**src/hpp_pkg.sv**
```systemverilog
// Constants and carrier types for the host parallel port setup and request block
package hpp_pkg;
    // Core-side register addresses
    localparam logic [23:0] ADDR_SETUP  = 24'hFFFFC4;
    localparam logic [23:0] ADDR_BASE   = 24'hFFFFC5;
    localparam logic [23:0] ADDR_PINVAL = 24'hFFFFC8;
    localparam logic [23:0] ADDR_PINDIR = 24'hFFFFC9;
    // Setup control bit positions
    localparam int SC_REQ_EN   = 4;
    localparam int SC_ACTIVE   = 6;
    localparam int SC_OPEN_DR  = 8;
    localparam int SC_DS_POL   = 9;
    localparam int SC_AS_POL   = 10;
    localparam int SC_MUXED    = 11;
    localparam int SC_DUAL_STB = 12;
    localparam int SC_SEL_POL  = 13;
    // Writable setup bits; bit 7 and others are reserved
    localparam logic [15:0] SETUP_MASK  = 16'h3F50;
    localparam logic [15:0] SETUP_RESET = 16'h0000;
    localparam logic [7:0]  BASE_RESET  = 8'h80;
    localparam logic [15:0] PIN_RESET   = 16'h0000;
    // Base field covers host address bits 10..3
    localparam int HA_LO = 3;
    localparam int HA_HI = 10;
    localparam int HA_W  = 11;
    // DMA trigger codes
    localparam logic [4:0] DMA_RX_FULL  = 5'h13;
    localparam logic [4:0] DMA_TX_EMPTY = 5'h14;

    // Core-side register access
    typedef struct packed {
        logic [23:0] addr;
        logic        wr;
        logic        rd;
        logic [15:0] wdata;
    } hpp_core_req_t;

    // Host bus strobes
    typedef struct packed {
        logic select;
        logic addr_strobe;
        logic single_strobe;
        logic read_strobe;
        logic write_strobe;
        logic read_not_write;
    } hpp_host_strobe_t;
endpackage

```
**src/hpp_port.sv**
```systemverilog
// Host parallel port: setup registers, pin fallback, select decode and requests
`timescale 1ns/100ps

module hpp_port #(
    parameter int PINS = 16,
    parameter int RAW  = 3
) (
    // Clock, reset, enable
    input  wire logic                      clk_sys,
    input  wire logic                      rst_n,
    input  wire logic                      clk_en,
    // Core-side register port
    input  wire hpp_pkg::hpp_core_req_t    core_req,
    output logic [15:0]                    core_rdata,
    // Transfer status and host-side control bits
    input  wire logic                      receive_full_flag,
    input  wire logic                      transmit_empty_flag,
    input  wire logic                      rx_request_enable,
    input  wire logic                      tx_request_enable,
    input  wire logic                      split_request_select,
    // DMA trigger
    input  wire logic [4:0]                dma_trigger_select,
    output logic                           dma_request,
    // Host bus inputs
    input  wire hpp_pkg::hpp_host_strobe_t host_strobe,
    input  wire logic [hpp_pkg::HA_W-1:0]  host_ad_in,
    input  wire logic [RAW-1:0]            host_addr_in,
    // Decoded host access
    output logic                           host_selected,
    output logic [RAW-1:0]                 host_reg_addr,
    output logic                           host_read_active,
    output logic                           host_write_active,
    // Request pins, asserted low
    output logic                           req0_out,
    output logic                           req0_oe,
    output logic                           req1_out,
    output logic                           req1_oe,
    // Port pins in GPIO fallback
    input  wire logic [PINS-1:0]           pin_in,
    output logic [PINS-1:0]                pin_out,
    output logic [PINS-1:0]                pin_oe
);
    // Level to active under a polarity bit: pol clear means active low
    function automatic logic act(input logic lvl, input logic pol);
        act = pol ? lvl : ~lvl;
    endfunction

    logic [15:0]             setup_q;
    logic [7:0]              base_q;
    logic [PINS-1:0]         pdir_q;
    logic [PINS-1:0]         pval_q;
    logic [15:0]             rdata_q;
    logic [hpp_pkg::HA_W-1:0] alat_q;
    logic                    sel_q;
    logic [RAW-1:0]          radr_q;
    logic                    rd_q;
    logic                    wr_q;
    logic                    dma_q;
    logic [1:0]              req_q;

    // Named control fields
    wire active   = setup_q[hpp_pkg::SC_ACTIVE];
    wire req_en   = setup_q[hpp_pkg::SC_REQ_EN];
    wire open_dr  = setup_q[hpp_pkg::SC_OPEN_DR];
    wire ds_pol   = setup_q[hpp_pkg::SC_DS_POL];
    wire as_pol   = setup_q[hpp_pkg::SC_AS_POL];
    wire muxed    = setup_q[hpp_pkg::SC_MUXED];
    wire dual_stb = setup_q[hpp_pkg::SC_DUAL_STB];
    wire sel_pol  = setup_q[hpp_pkg::SC_SEL_POL];

    // Core-side address decode
    wire hit_setup = core_req.addr == hpp_pkg::ADDR_SETUP;
    wire hit_base  = core_req.addr == hpp_pkg::ADDR_BASE;
    wire hit_pval  = core_req.addr == hpp_pkg::ADDR_PINVAL;
    wire hit_pdir  = core_req.addr == hpp_pkg::ADDR_PINDIR;
    wire wr_ok     = clk_en && core_req.wr;

    // Pin value read: output bits read back, GPIO inputs read the pin
    wire [PINS-1:0] gpio_mask = active ? '0 : '1;
    wire [PINS-1:0] pval_rd   = (pdir_q & pval_q)
                              | (~pdir_q & gpio_mask & pin_in);

    // Read multiplexer, unmapped addresses read zero
    wire [15:0] rd_mux =
        hit_setup ? (setup_q & hpp_pkg::SETUP_MASK) :
        hit_base  ? {8'h00, base_q} :
        hit_pval  ? 16'(pval_rd) :
        hit_pdir  ? 16'(pdir_q) : 16'h0000;

    // Core-side register writes
    always_ff @(posedge clk_sys) begin
        if (!rst_n) begin
            setup_q <= hpp_pkg::SETUP_RESET;
            base_q  <= hpp_pkg::BASE_RESET;
            pdir_q  <= PINS'(hpp_pkg::PIN_RESET);
            pval_q  <= PINS'(hpp_pkg::PIN_RESET);
        end else if (wr_ok) begin
            if (hit_setup) setup_q <= core_req.wdata & hpp_pkg::SETUP_MASK;
            if (hit_base)  base_q  <= core_req.wdata[7:0];
            if (hit_pdir)  pdir_q  <= core_req.wdata[PINS-1:0];
            if (hit_pval)  pval_q  <= core_req.wdata[PINS-1:0];
        end
    end

    // Registered read data
    always_ff @(posedge clk_sys) begin
        if (!rst_n) begin
            rdata_q <= 16'h0000;
        end else if (clk_en && core_req.rd) begin
            rdata_q <= rd_mux;
        end
    end
    assign core_rdata = rdata_q;

    // GPIO drive only while the port is inactive
    assign pin_out = pval_q & gpio_mask;
    assign pin_oe  = pdir_q & gpio_mask;

    // Host-side decode
    wire as_act   = act(host_strobe.addr_strobe, as_pol);
    wire [hpp_pkg::HA_W-1:0] ha = as_act ? host_ad_in : alat_q;
    wire base_hit = ha[hpp_pkg::HA_HI:hpp_pkg::HA_LO] == base_q;
    wire pin_sel  = act(host_strobe.select, sel_pol);
    wire sel_d    = active && (muxed ? base_hit : pin_sel);
    wire [RAW-1:0] radr_d = muxed ? ha[RAW-1:0] : host_addr_in;
    wire ds_act   = act(host_strobe.single_strobe, ds_pol);
    wire rd_stb   = act(host_strobe.read_strobe, ds_pol);
    wire wr_stb   = act(host_strobe.write_strobe, ds_pol);
    wire rd_d     = dual_stb ? rd_stb : ds_act && host_strobe.read_not_write;
    wire wr_d     = dual_stb ? wr_stb : ds_act && !host_strobe.read_not_write;

    // Address latch and decoded access
    always_ff @(posedge clk_sys) begin
        if (!rst_n) begin
            alat_q <= '0;
            sel_q  <= 1'b0;
            radr_q <= '0;
            rd_q   <= 1'b0;
            wr_q   <= 1'b0;
        end else if (clk_en) begin
            if (muxed && as_act) alat_q <= host_ad_in;
            sel_q  <= sel_d;
            radr_q <= radr_d;
            rd_q   <= sel_d && rd_d;
            wr_q   <= sel_d && wr_d;
        end
    end
    assign host_selected     = sel_q;
    assign host_reg_addr     = radr_q;
    assign host_read_active  = rd_q;
    assign host_write_active = wr_q;

    // Request conditions; DMA triggers are core-side only
    wire req_on  = active && req_en;
    wire rx_cond = receive_full_flag && rx_request_enable && req_on;
    wire tx_cond = transmit_empty_flag && tx_request_enable && req_on;
    wire dma_d   = (dma_trigger_select == hpp_pkg::DMA_RX_FULL && receive_full_flag)
                || (dma_trigger_select == hpp_pkg::DMA_TX_EMPTY && transmit_empty_flag);
    wire [1:0] req_d = split_request_select ? {rx_cond, tx_cond}
                                            : {1'b0, rx_cond || tx_cond};

    // Registered request and DMA state
    always_ff @(posedge clk_sys) begin
        if (!rst_n) begin
            req_q <= 2'b00;
            dma_q <= 1'b0;
        end else if (clk_en) begin
            req_q <= req_d;
            dma_q <= dma_d;
        end
    end
    assign dma_request = dma_q;

    // Pin drive: push-pull drives both levels, open drain only pulls low
    assign req0_out = ~req_q[0];
    assign req1_out = ~req_q[1];
    assign req0_oe  = req_on && (!open_dr || req_q[0]);
    assign req1_oe  = req_on && split_request_select && (!open_dr || req_q[1]);
endmodule

```
**config.mk**
```make
export PLATFORM = sky130hd
export DESIGN_NAME = hpp_port
export DESIGN_NICKNAME = d
export VERILOG_FILES = /design/src/hpp_pkg.sv /design/src/hpp_port.sv
export SDC_FILE = /design/constraint.sdc
export NUM_CORES = 1
export LEC_CHECK = 0
export ABC_AREA = 1
export BUFFER_PORTS_ARGS = -buffer_cell sky130_fd_sc_hd__buf_4
export CELL_PAD_IN_SITES_DETAIL_PLACEMENT = 2
export CELL_PAD_IN_SITES_GLOBAL_PLACEMENT = 2
export CORE_UTILIZATION = 24
export CTS_CLUSTER_SIZE = 28
export DETAILED_ROUTE_END_ITERATION = 7
export GPL_ROUTABILITY_DRIVEN = 0
export PLACE_DENSITY = 0.86
export SYNTH_ARGS = -nofsm -noshare
export SYNTH_HDL_FRONTEND = slang
export SYNTH_SLANG_ARGS = --single-unit
```
**constraint.sdc**
```tcl
create_clock -name clk_sys -period 1.26 [get_ports clk_sys]
set_input_delay 0.063 -clock clk_sys [delete_from_list [all_inputs] [get_ports clk_sys]]
set_output_delay 0.063 -clock clk_sys [all_outputs]
set_load 0.1 [all_outputs]
```
---- Word-level counts from Yosys, hierarchy flattened ----
Cells that the tools add are included.
word-level totals
  output and inout port bits .............. 59
  flip-flop bits (word level) ............. 84
cells by class
  eq/ne operators ......................... 7
  mux-type cells .......................... 16
  reduce and logical (&&, ||, !) cells .... 29
  bitwise operators ....................... 14
operator list
  cell                                   count
  == test 24 bit, second input constant  4
  bitwise AND 16 bit                     5
  two-way mux 16 bit                     5
  logical AND 1 bit                      18
  inverter 16 bit                        1
  OR 16 bit                              1
  two-way mux 11 bit                     1
  == test 5 bit, second input constant   2
  AND reduction 2 bit                    5
  == test 8 bit                          1
  two-way mux 1 bit                      8
  inverter 1 bit                         7
  logical OR 1 bit                       4
  two-way mux 3 bit                      1
  logical NOT 1 bit                      2
  two-way mux 2 bit                      1

---- Longest topological paths before layout ----
Gate-level depths: netlist (run 1).
  depth after elaboration ................. 7
  gate-level depth with buffers ........... 14
  gate-level depth less buffers ........... 13

---- Worst setup path after synthesis (run 1) ----
No wires, ideal clock.
  path type ............................... reg-to-output
  start point ............................. register req_q[1]
  end point ............................... output port req1_oe
  stages on the path, launching flop included .. 3
  arrival time ............................ 3.016 ns
  buffers on the path ..................... 0
  slack ................................... -1.819 ns
  required time ........................... 1.197 ns
  path through ............................ dfxtp_1 inv_1 a211oi_1
between the ends
  word-level cells in the longest chain between the ends .. 2
ends and longest elaborated chain
  item                    line             text
  start, declared         hpp_port.sv:59   logic [1:0] req_q;
  start signal, assigned  hpp_port.sv:168  req_q <= req_d;
  logical OR 1 bit        hpp_port.sv:178  assign req1_oe = req_on && split_request_select && (!open_dr || req_q[1]);
  logical AND 1 bit       hpp_port.sv:178
  end, declared           hpp_port.sv:37   output logic req1_oe,
No other way between the ends.

---- Worst setup path after layout (run 1) ----
  start point ............................. register setup_q[6]
  end point ............................... register rdata_q[3] (netlist: core_rdata[3])
between the ends
  word-level cells in the longest chain between the ends .. 7
ends and longest elaborated chain
  item                              line             text
  start, declared                   hpp_port.sv:48   logic [15:0] setup_q;
  start signal, assigned            hpp_port.sv:93   setup_q <= hpp_pkg::SETUP_RESET;
  start signal, assigned            hpp_port.sv:98   if (hit_setup) setup_q <= core_req.wdata & hpp_pkg::SETUP_MASK;
  two-way mux 16 bit                hpp_port.sv:79   wire [PINS-1:0] gpio_mask = active ? '0 : '1;
  bitwise AND 16 bit (2 in series)  hpp_port.sv:81   | (~pdir_q & gpio_mask & pin_in);
  OR 16 bit                         hpp_port.sv:81
  two-way mux 16 bit                hpp_port.sv:87   hit_pval ? 16'(pval_rd) :
  two-way mux 16 bit                hpp_port.sv:86   hit_base ? {8'h00, base_q} :
  two-way mux 16 bit                hpp_port.sv:85   hit_setup ? (setup_q & hpp_pkg::SETUP_MASK) :
  end signal, assigned              hpp_port.sv:110  rdata_q <= rd_mux;
  end, declared                     hpp_port.sv:52   logic [15:0] rdata_q;
No other way between the ends.
A chain may end at the register's enable or synchronous reset.

==> results of run 1 <==
worst max-delay path, cell delays in order (launching register included):
cell and delay [ns]:
sky130_fd_sc_hd__dfxtp_4 0.38, sky130_fd_sc_hd__buf_6 0.13, sky130_fd_sc_hd__inv_8 0.07, sky130_fd_sc_hd__buf_12 0.14
sky130_fd_sc_hd__nand3_1 0.11, sky130_fd_sc_hd__o211ai_1 0.12, sky130_fd_sc_hd__nand2_1 0.12, sky130_fd_sc_hd__nand2_1 0.09
sky130_fd_sc_hd__nand2_1 0.05, sky130_fd_sc_hd__a21oi_1 0.25
registers in the layout (all words and copies together) (netlist names):
signal,cells
core_rdata,16
pdir_q,16
pval_q,16
alat_q,11
base_q,8
setup_q,8
host_reg_addr,3
req_q,2
dma_request,1
host_read_active,1
host_selected,1
host_write_active,1
worst min-delay path by stage:
stage	slack, ns	endpoint	startpoint	cells past startpoint
2_1_floorplan	0.19	alat_q[5]	host_ad_in[5]	2
3_3_place_gp	0.32	alat_q[9]	host_ad_in[9]	3
3_5_place_dp	0.33	alat_q[9]	host_ad_in[9]	3
4_1_cts	0.004	alat_q[4]	host_ad_in[4]	3
5_1_grt	0.01	host_reg_addr[1]	host_addr_in[1]	3
6_report	0.009	alat_q[0]	host_ad_in[0]	3
what timing repair did:
action | 4_1_cts | 5_1_grt
endpoints found under the setup margin | 87 | 98
cloned | 3 | 2
gates resized for setup | 177 | 71
pin swaps | 37 | 43
hold buffers | 9 | 0
buffers inserted | 4 | 15
hold endpoints to repair | 8 | 0
cells in the mapped netlist (all sizes together), types with 5 or more instances:
master  number
nor3         9
dfxtp       84
o32ai        6
a21oi       90
clkbuf      12
o211ai       9
o21ai       87
nor2        64
nand3       38
buf         16
nand2      112
a211oi       5
nand4        5
inv         90
placed cells by master, fill, tap and decap left out, types with 9 or more instances in the layout:
cell type                       synthesis  layout
sky130_fd_sc_hd__buf_4                  1     163
sky130_fd_sc_hd__inv_1                 85      82
sky130_fd_sc_hd__a21oi_1               90      79
sky130_fd_sc_hd__nand2_1               97      75
sky130_fd_sc_hd__dfxtp_1               84      69
sky130_fd_sc_hd__buf_12                 1      45
sky130_fd_sc_hd__o21ai_1               36      40
sky130_fd_sc_hd__o21ai_0               51      37
sky130_fd_sc_hd__nor2_4                 0      34
sky130_fd_sc_hd__nand2_2                9      27
sky130_fd_sc_hd__nor2_1                62      25
sky130_fd_sc_hd__nand3_1               36      22
sky130_fd_sc_hd__nand3_2                1      13
sky130_fd_sc_hd__dfxtp_2                0      13
sky130_fd_sc_hd__clkbuf_16              0      11
sky130_fd_sc_hd__o21ai_2                0      10
sky130_fd_sc_hd__o211ai_1               9       9
sky130_fd_sc_hd__buf_6                  1       9
sky130_fd_sc_hd__dlygate4sd3_1          0       9
metal layers:
| layer | routed length, µm | up-vias |
|---|---|---|
| met4 | 1040 | 0 |
| met1 | 9830 | 2772 |
| li1 | - | 2553 |
| met3 | 1160 | 69 |
| met5 | 0 | - |
| met2 | 14100 | 191 |
through the flow:
stage	TNS, ns	util	setup slack (ns)
after floorplan	-0.973	-	-0.520
after global placement	-12.05	0.363	-0.314
after detailed placement	-22.86	0.363	-0.468
after CTS	-8.68	0.430	-0.289
after global routing	-14.92	0.454	-0.448
final	-12.11	0.454	-0.337
final cells by class:
class	count	area, µm²	area share
Clock buffer	10	229	0.0287
Clock inverter	5	77.6	0.00974
Inverter	91	358	0.0449
Multi-Input combinational cell	438	2880	0.361
Sequential cell	84	1710	0.214
Tap cell	225	282	0.0353
Timing Repair Buffer	231	2440	0.306
power by group through the flow:
stage          Sequential [mW]  Clock [mW]  Combinational, mW
6_report                  2.70        2.90               1.02
5_1_grt                   2.69        3.01               1.06
4_1_cts                   2.69        2.89              0.927
3_3_place_gp              2.75           0              0.835
3_5_place_dp              2.76           0              0.862
2_1_floorplan             2.91           0              0.285
logic make-up (layout without fill, tap and decap cells):
group / Yosys count / count (layout) / synth area share
flops: 84 / 84 / 0.386
buf+inv: 119 / 337 / 0.112
xor+xnor: 3 / 3 / 0.00603
simple gates: 231 / 232 / 0.246
compound gates: 203 / 203 / 0.250
==> metrics list, run 1 <==
- Outcome: finished with violations
- The checks that failed: setup timing.
- TritonCTS clock tree: built
- On the final layout, the worst hold slack is 0.00927 ns.
* Proportion of power drawn by combinational gates: 0.154
* Syn_nets: 731
- Number of storage elements in the synthesis netlist: 84
- The floorplan has 48 rows.
- Max capacitance violation total: 0
- The most used flip-flop cell after synthesis is sky130_fd_sc_hd__dfxtp_1.
- The tightest min-delay check is of the in -> reg type.
- Reported leakage power: 3.32 nW
* Worst setup EP type: register
- Critical path destination: core_rdata[3]
- Sequential fraction of the synthesis area: 0.386
- R2R setup slack: -0.34 ns
- Setup violations remaining at the end of the flow were counted as slightly below 70.
- Min cycle time layout: ~1.6 ns
- met2 is the most crowded layer.
* Port buffer count: around 150
- The share of synthesized area in the top cell type comes to 0.386.
- Die Width: 137 µm
* Launching element type of the critical path: register
* Max Clock Freq: roughly 630 MHz
- In the global route stage, overall resource usage came out at 0.261.
- In this run the power spent charging and discharging nets is 1.83 mW.
- Final Non-Filler Cells: 1,084
- The die is 137 µm tall.
- Min setup slack post-route: -0.337 ns
- Post-synthesis instance total: 640
- Number of diodes added for antenna fixing: 0
* Core region area: 17,500 µm²
* Met1 Usage GRT: 0.277
- Start of the worst register-to-register path: setup_q[6]
- Worst Reg-to-Reg Cells: 9
* Clock latency reported for the late side of the worst-skew pair: ~0.36 ns
* Worst setup path start: setup_q[6]
* Portion of total power attributed to sequential cells: 0.408
- Number of buffers on the longest clock path: 2
- Crit Path Category: reg -> reg
* Headroom to the max-slew limit: 0.567
- In this run the number of H-tree levels came out at 3.
- Internal power comes to 4.78 mW.
* Slew of the pin with the lowest slew margin: 0.649 ns
- Wire length of the first global-routing pass: 35,800 µm
- For the worst setup path, the data required time is roughly 1.5 ns.
- Met3 track demand over resource: 0.0552
- Counting flops with a built-in enable in the synthesized netlist gives 0.
- Clock-pin slew reported for the worst setup and hold paths after clock tree synthesis: roughly 0.070 ns
* Growth of design area from synthesis to finish: 82.9%
- In this run the cell area of the synthesized design comes to 4360 µm².
- The filler cells instantiated in the layout total around 1,900.
- The total overflow left after global routing is 0.
- Final critical-path share of the clock period: 1.27
- Peak ir drop on the vdd network: about 0.77 mV
- Detail Placement HPWL: 15,400 µm
- Cell area after placement: 6360 µm²
- Including well taps, the total number of placed cells is 1,037.
- Met2 global-route usage: 0.501
- At the end of the flow, the number of nets in the layout was 946.
* Post-DR vias/cell: between 5 and 6
- In the post-synthesis netlist, the biggest area contributors are sky130_fd_sc_hd__dfxtp_1, sky130_fd_sc_hd__a21oi_1, sky130_fd_sc_hd__nand2_1.
* Number of antenna violations at the first check in global routing: 0
- For this run, asynchronously set or reset flops after synthesis account for 0.
- Arrival time at the worst endpoint: 1.84 ns
- In this run the remaining antenna-violating nets after routing total 0.
- I/O pin count: 150
- Area of all placed cells without fillers: 7970 µm²
- Counting the buffers created by CTS gives 9.
- Each instance of the synthesized netlist takes up on average 6.81 µm².
* Unique cell type count in the Yosys netlist: 40
- Routed via count: 5,585
- The largest total area in the synthesized netlist belongs to sky130_fd_sc_hd__dfxtp_1.
- For this design the ratio of total power to cell area is about 830 nW/µm².
- The number of max-slew violations in the final report is 0.
* Top fanout value on the critical path: 8
* Count of TritonRoute iterations in the first routing pass: 5
- For this run, design rule violations remaining after detail routing come to 0.
- Switching share of power: 0.276
- The number of global-route vias before repair is 6,038.
- For this block, the initial DRC count from the detailed router was 222.
* WL final: roughly 26,000 µm
- Starting utilization of the core area: 0.248
* Total die area: 18,700 µm²
* Number of clock sinks: between 80 and 90
- Across the routed clock network, the largest skew measured is 0.0155 ns.
- Final number of hold-violating endpoints: 0
- Setup repair after global routing could not meet its margin everywhere.
- Warnings, synthesis: 0
- The worst register-to-register path ends at core_rdata[3].
- Fraction of layout instances using a drive strength above 1: 0.455
* Clk Tree Root Cell: sky130_fd_sc_hd__clkbuf_16
- Maximum number of pins on one net before global-route repair: 33
- In the final routed layout, each cell accounts on average for 24.1 µm.
* Proportion of power drawn by the clock network: 0.438
* Total power of the final layout: approximately 6.6 mW
No activity file was read; power rests on OpenSTA's default activity.
==> inputs of run 2 (changes only) <==
--- a/config.mk
+++ b/config.mk
@@ -9,11 +9,14 @@
 export BUFFER_PORTS_ARGS = -buffer_cell sky130_fd_sc_hd__buf_4
 export CELL_PAD_IN_SITES_DETAIL_PLACEMENT = 2
 export CELL_PAD_IN_SITES_GLOBAL_PLACEMENT = 2
+export CORE_MARGIN = 8
 export CORE_UTILIZATION = 24
 export CTS_CLUSTER_SIZE = 28
 export DETAILED_ROUTE_END_ITERATION = 7
 export GPL_ROUTABILITY_DRIVEN = 0
+export MAX_ROUTING_LAYER = met4
 export PLACE_DENSITY = 0.86
 export SYNTH_ARGS = -nofsm -noshare
 export SYNTH_HDL_FRONTEND = slang
 export SYNTH_SLANG_ARGS = --single-unit
+export TNS_END_PERCENT = 100
==> run 2 against run 1 <==
The run still ends with setup timing left. Highest routed layer unchanged. Total power decreased by 4.5%. Combinational power decreased by 4%. Largest cell class unchanged. Die area increased by 22%.
==> metrics list, run 2 (synthesis gave the netlist of run 1 again) <==
- The fraction of the cycle the final worst path needs came to 1.31 (+0.0400).
* Maximum number of pins on one net before global-route repair: 33 (unchanged)
- The number of clock sinks is 84 (unchanged).
* I/O pin count: 150 (unchanged)
- The number of global-route vias before repair is 6,287 (+4.1%).
- Number of placement rows: 49 (+2.1%)
- Arrival time at the worst endpoint: 1.93 ns (+0.09 ns)
- Cell area after placement: 6390 µm² (+0.51%)
* Placed cells: 1,048 (+1.1%)
* CTS HTree Levels: 3 (unchanged)
* Max Clock Freq: 607 MHz (-3.1%)
* Detail Placement HPWL: 16,600 µm (+7.4%)
- Final Non-Filler Cells: 1,088 (+0.37%)
- Launching element type of the critical path: register
- Crit Path Category: reg -> reg
* Number of antenna violations at the first check in global routing: 1 (+1)
- Post-DR vias/cell: 5.12 (-0.71%)
- The insertion delay to the later sink of the worst-skew pair was 0.36 ns (about the same).
* Peak ir drop on the vdd network: 0.714 mV (-7.5%)
- The total CTS buffers came to 9 (unchanged).
- The first-pass GRT wire length is 36,600 µm (+2.3%).
* Hold Crit Class: in -> reg
- The wire length per cell after detailed routing was 24.2 µm (+0.41%).
- Leaving out fill and tap cells, the most frequent cell in the layout is sky130_fd_sc_hd__buf_4.
* Outcome: finished with violations
- Port buffer count: 149 (unchanged)
* Slew of the pin with the lowest slew margin: 0.625 ns (-0.0239 ns)
- The count of endpoints failing hold in the final timing report was 0 (unchanged).
- The count of fill cells added during filler insertion was 1,948 (+1.5%).
* Max capacitance violation total: 0 (unchanged)
* Clk Tree Root Cell: sky130_fd_sc_hd__clkbuf_16
- The core area was 17,900 µm² (+2.1%).
- Clock Skews: 0.0110 ns (-0.00451 ns)
- The summed area of non-filler cells in the final layout came to 7770 µm² (-2.5%).
- Min cycle time layout: 1.65 ns (+0.0504 ns)
* Antenna Violating Nets Remaining: 0 (unchanged)
- Die Width: 151 µm (+10%)
- The power density of the placed cells is 812 nW/µm² (-2.1%).
- The clock tree buffer depth was 2 (unchanged).
- Relative to the synthesized area, the layout overhead comes to 78.3%.
* WL final: 26,400 µm (+0.78%)
- Total routing usage reported by global routing: 0.218 (-0.0430)
* Initial drt markers: 270 (+22%)
- Headroom to the max-slew limit: 0.583 (+0.0159)
* Reported leakage power: 3.33 nW (about the same)
- Final setup violation count: 65 (-5.8%)
- Fraction of layout instances using a drive strength above 1: 0.423 (-0.0321)
- Net count reported at finish: 945 (-0.11%)
* Remaining global-route overflow: 0 (unchanged)
- The maximum net fanout on the critical path is 6 (-2).
- The total negative slack for setup checks was -10.15 ns (+1.95 ns).
- STA classifies the critical path endpoint as a register.
- The height of the chip was 151 µm (+10%).
- Total die area: 22,700 µm² (+22%)
* Final Max Slew Viols: 0 (unchanged)
- Routed via count: 5,566 (-0.34%)
* RSZ-0062 raised after global routing: true
* Commonest cells after routing, fill and taps aside: sky130_fd_sc_hd__buf_4, sky130_fd_sc_hd__nand2_1, sky130_fd_sc_hd__inv_1
- The first-pass iteration count of the detailed router is 4 (-1).
- Residual DRC count: 0 (unchanged)
- The final worst slack was -0.387 ns (-0.0504 ns).
- TritonCTS clock tree: built
- The clock-pin transition on the worst setup and hold timing paths is 0.06 ns (about the same).
* Required arrival time at the worst endpoint: 1.54 ns (+0.04 ns)
- Starting utilization of the core area: 0.243 (-0.00507)
- The checks that failed: setup timing.
## run 2: changes by cell type in the layout (fill, tap and decap cells not counted), sizes merged
cell	previous run	this run
clkinvlp	1	2
buf	220	222
bufinv	2	0
diode	0	1
clkbuf	12	11
dlygate4sd3	9	8
## run 2: layout make-up
class                   instances  area (µm²)  share of cell area
multi-input cells             438        2770               0.357
repair buffers                230        2370               0.305
flip-flops and latches         84        1700               0.219
inverters                      91         353              0.0454
well taps                     229         287              0.0369
clock buffers                  11         253              0.0325
clock inverters                 4        25.0             0.00322
diodes                          1        2.50            0.000322
## run 2: worst paths after layout
check	slack (ns)	depth (start not counted)	startpoint	end
setup / recovery	-0.39	13	setup_q[10]	host_selected
hold / removal	0.009	3	host_addr_in[0]	host_reg_addr[0]
setup reg to reg	-0.39	13	setup_q[10]	host_selected
hold reg to reg	0.48	2	core_rdata[5]	core_rdata[5]
## run 2: repair_timing
action                                  in CTS  in global routing
gates resized for setup                    167                 56
hold endpoints to repair                     8                  0
hold buffers                                 8                  0
pin swaps                                   54                 38
buffers inserted                             8                  8
endpoints found under the setup margin      58                 84
gates cloned                                 4                  1
## run 2: power by group
part / switching, mW / internal, mW
Sequential: 0.0151 / 2.68
Clock: 1.20 / 1.43
Combinational: 0.609 / 0.375
Total: 1.83 / 4.48
## run 2: per-layer routing
layer,track usage,vias up,part of all wire
li1,-,2548,-
met1,0.235,2772,0.37
met2,0.389,177,0.53
met3,0.0430,69,0.053
met4,0.0831,0,0.042
met5,-,-,0
## run 2: per-stage QoR
step / utilization / hold WS, ns / setup slack [ns] / power [mW]
CTS: 0.423 / 0.00774 / -0.327 / 6.23
detailed placement: 0.357 / 0.327 / -0.331 / 3.62
global placement: 0.357 / 0.316 / -0.289 / 3.59
global route: 0.434 / 0.0283 / -0.534 / 6.51
floorplan: - / 0.191 / -0.520 / 3.19
finish: 0.434 / 0.00931 / -0.387 / 6.31
## run 2: critical path: stages, from the launching register on
cell                      delay, ns
sky130_fd_sc_hd__dfxtp_4       0.37
sky130_fd_sc_hd__inv_6         0.08
sky130_fd_sc_hd__nand2_2       0.08
sky130_fd_sc_hd__nand2_4       0.12
sky130_fd_sc_hd__nand2_1       0.10
sky130_fd_sc_hd__nand2_1       0.08
sky130_fd_sc_hd__nand2_1       0.05
sky130_fd_sc_hd__nand2_1       0.07
sky130_fd_sc_hd__nand2_1       0.08
sky130_fd_sc_hd__nor2_2        0.13
sky130_fd_sc_hd__nand2_1       0.09
sky130_fd_sc_hd__nand2_2       0.10
sky130_fd_sc_hd__nand2_2       0.08
sky130_fd_sc_hd__a21oi_2       0.15
==> inputs of run 3 (changes only) <==
--- a/config.mk
+++ b/config.mk
@@ -10,12 +10,12 @@
 export CELL_PAD_IN_SITES_DETAIL_PLACEMENT = 2
 export CELL_PAD_IN_SITES_GLOBAL_PLACEMENT = 2
 export CORE_MARGIN = 8
-export CORE_UTILIZATION = 24
+export CORE_UTILIZATION = 28
 export CTS_CLUSTER_SIZE = 28
 export DETAILED_ROUTE_END_ITERATION = 7
 export GPL_ROUTABILITY_DRIVEN = 0
 export MAX_ROUTING_LAYER = met4
-export PLACE_DENSITY = 0.86
+export PLACE_DENSITY = 0.93
 export SYNTH_ARGS = -nofsm -noshare
 export SYNTH_HDL_FRONTEND = slang
 export SYNTH_SLANG_ARGS = --single-unit
==> constraint.sdc (replaced) <==
create_clock -name clk_sys -period 1.9 [get_ports clk_sys]
set_input_delay 0.095 -clock clk_sys [delete_from_list [all_inputs] [get_ports clk_sys]]
set_output_delay 0.095 -clock clk_sys [all_outputs]
set_load 0.1 [all_outputs]
==> run 3 against run 2 <==
The run now ends clean. Register-to-register slack improved by 0.56 ns. Clock skew fell by 0.0025 ns. Count of clock-buffer cells in the layout shrank 1. Cell count down 10%. Non-clock buffer count decreased by 70. Critical path depth decreased by 9. Sequential share of layout area grew 5.7 points. Combinational power decreased by 43%. First-iteration DRC count is 4.8% higher. Sequential power decreased by 33%. Routed wire length down 21%. Largest cell class unchanged. Largest power group is now the clock network. Highest routed layer unchanged.
==> metrics list, run 3 (synthesis gave the netlist of run 1 again) <==
- Core occupancy in the finished layout: 0.400 (-0.0338)
- The count of unresolved DRC violations after routing is 0 (unchanged).
* Top Family by Delay on Critical Path: buffers and inverters
- Growth of design area from synthesis to finish: 39.6%
* Clk Tree Root Cell: sky130_fd_sc_hd__clkbuf_16
- The count of fill cells added during filler insertion was 1,793 (-8.0%).
* Number of clock sinks: 84 (unchanged)
* Peak ir drop on the vdd network: 0.392 mV (-45%)
- The worst setup path is of the reg -> out kind.
- The count of endpoints failing hold in the final timing report came to 0 (unchanged).
* Floorplan die height: 141 µm (-6.6%)
* Starting utilization of the core area: 0.287 (+0.0432)
* Min Hold Slack: 0.0138 ns (+0.00444 ns)
- The worst setup path is captured at a primary output.
- Wire length of the first global-routing pass: 32,200 µm (-12%)
* Slew of the pin with the lowest slew margin: 0.554 ns (-0.0719 ns)
- The insertion delay to the later sink of the worst-skew pair came to 0.35 ns (about the same).
- The number of antenna violations at the first check in global routing was 0 (-1).
- CTS HTree Levels: 3 (unchanged)
* Final critical-path share of the clock period: 0.940
- The aggregate routed wire length is 20,800 µm (-21%).
- Fraction of layout instances using a drive strength above 1: 0.301 (-0.122)
- Number of buffers added by the clock tree synthesis step: 9 (unchanged)
- Arrival time at the worst endpoint: 1.69 ns (-0.24 ns)
- The row count is 45 (-8.2%).
- Buf+Inv Stages, Crit Path: 2 (+1)
- The area of combinational cells with multiple inputs is 2280 µm² (-18%).
- Start of the worst register-to-register path: setup_q[10]
- Die Width: 141 µm (-6.6%)
* Post-DR vias/cell: 5.18 (+1.3%)
* Count of TritonRoute iterations in the first routing pass: 4 (unchanged)
- The min-delay analysis places its worst path in the category in -> reg.
- Routed via count: 5,059 (-9.1%)
- The total routing resource utilization after global routing is 0.215 (-0.00288).
- The reported max-cap violation count was 0 (unchanged).
- The sequential cell area in the final layout came to 1680 µm² (-1.2%).
* Worst setup path start: setup_q[6]
* Clock-pin slew reported for the worst setup and hold paths after clock tree synthesis: 0.07 ns (about the same)
* Final Max Slew Viols: 0 (unchanged)
* Top fanout value on the critical path: 36 (+30)
- Maximum number of pins on one net before global-route repair: 37 (+12%)
- I/O pin count: 150 (unchanged)
* Reported leakage power: 2.75 nW (-17%)
- Number of buffers on the longest clock path: 2 (unchanged)
* Setup TNS: 0 ns (+10.15 ns)
- The post-layout total power is 4.31 mW (-32%).
- The iteration-0 DRC count of the detailed router came to 283 (+4.8%).
* Vias in the first global route: 5,900 (-6.2%)
- The die outline area is 19,800 µm² (-13%).
* Antenna Violating Nets Remaining: 0 (unchanged)
- TritonCTS clock tree: built
- Launching element type of the critical path: register
- Min cycle time layout: 1.79 ns
- Remaining global-route overflow: 0 (unchanged)
- The maximum single-stage delay on the critical path was 0.36 ns (about the same).
- Max Clock Freq: roughly 560 MHz
- Ordered cell list for the critical path: buf_12, nand2_1, a211oi_2, buf_4
- Clock Skews: 0.00843 ns (-0.00253 ns)
- The count of buffers inserted at the top-level ports came to 149 (unchanged).
* Number of diodes added for antenna fixing: 0 (-1)
- Core region area: 15,200 µm² (-15%)
* Final setup violation count: 0 (-100%)
* Detail Placement HPWL: 15,700 µm (-5.1%)
- The worst slack at placement is 0.0983 ns (+0.430 ns).
- The data required time at the worst endpoint came to 1.80 ns (+0.26 ns).
* Commonest cells after routing, fill and taps aside: sky130_fd_sc_hd__buf_4, sky130_fd_sc_hd__nand2_1, sky130_fd_sc_hd__a21oi_1
* Slowest stage cell, crit path: sky130_fd_sc_hd__dfxtp_2
- The final worst slack was 0.114 ns (+0.501 ns).
- The power density of the placed cells is 709 nW/µm² (-13%).
- The net total in the final layout is 874 (-7.5%).
* Start point of the worst hold path: clk_en
- The wire length per cell after detailed routing came to 21.3 µm (-12%).
- The run finished with clean final reports.
- The relative slew slack is 0.631 (+0.0480).
- The library cell used most frequently in the layout, excluding fill and tap cells, is sky130_fd_sc_hd__buf_4.
* RSZ-0062 raised after global routing: false
[run 3: changes by cell type in the layout (fill, tap and decap cells not counted), sizes merged, moves of 2 or more]
cell,change
bufinv,+2
buf,-63
clkinvlp,-2
dlygate4sd3,-7
clkinv,+2
[run 3: worst register-to-register path, cell delays in order, from the launching register on]
cell and delay [ns]:
sky130_fd_sc_hd__dfxtp_1 0.38, sky130_fd_sc_hd__nand2_2 0.17, sky130_fd_sc_hd__nand2_8 0.18, sky130_fd_sc_hd__nand2_1 0.12
sky130_fd_sc_hd__nand2_1 0.09, sky130_fd_sc_hd__nand2_1 0.06, sky130_fd_sc_hd__nand2_1 0.08, sky130_fd_sc_hd__nand2_1 0.06
sky130_fd_sc_hd__nor2_1 0.11, sky130_fd_sc_hd__nand2_1 0.08, sky130_fd_sc_hd__nand2_2 0.08, sky130_fd_sc_hd__nand2_1 0.07
sky130_fd_sc_hd__a21oi_1 0.18
[run 3: routing by layer]
metal  track usage  routed length (µm)
met5             -                   0
met4        0.0950                 572
met3        0.0429                 951
met2         0.380               10900
met1         0.230                8350
[run 3: per-stage QoR]
stage / std cells / area (µm²)
after CTS: 976 / 6070
after detailed placement: 959 / 5740
after global placement: 959 / 5740
after floorplan: 640 / 4440
final: 976 / 6080
after global routing: 976 / 6080
[run 3: worst paths after layout]
kind | end | slack, ns | cells past startpoint
worst max register to register | host_selected | 0.17 | 12
worst min register to register | core_rdata[15] | 0.47 | 2
worst min-delay path | dma_request | 0.01 | 2
worst max-delay path | req1_oe | 0.11 | 4
[run 3: final cells by class]
cell class	instances	area share
clock inverters	6	0.0144
inverters	91	0.0564
repair buffers	160	0.200
clock buffers	10	0.0393
well taps	188	0.0387
flip-flops and latches	84	0.277
multi-input cells	437	0.374
[run 3: where the power goes]
part,switching (mW),leakage [nW],internal (mW)
logic,0.350,1.91,0.207
clock network,0.780,0.162,1.19
registers,0.00942,0.679,1.78
[run 3: timing repair]
action | 4_1_cts | 5_1_grt
buffers inserted | 0 | 0
endpoints found under the setup margin | 0 | 3
resized for setup | 0 | 1
hold buffers | 1 | 0
endpoints found under the hold margin | 1 | 0
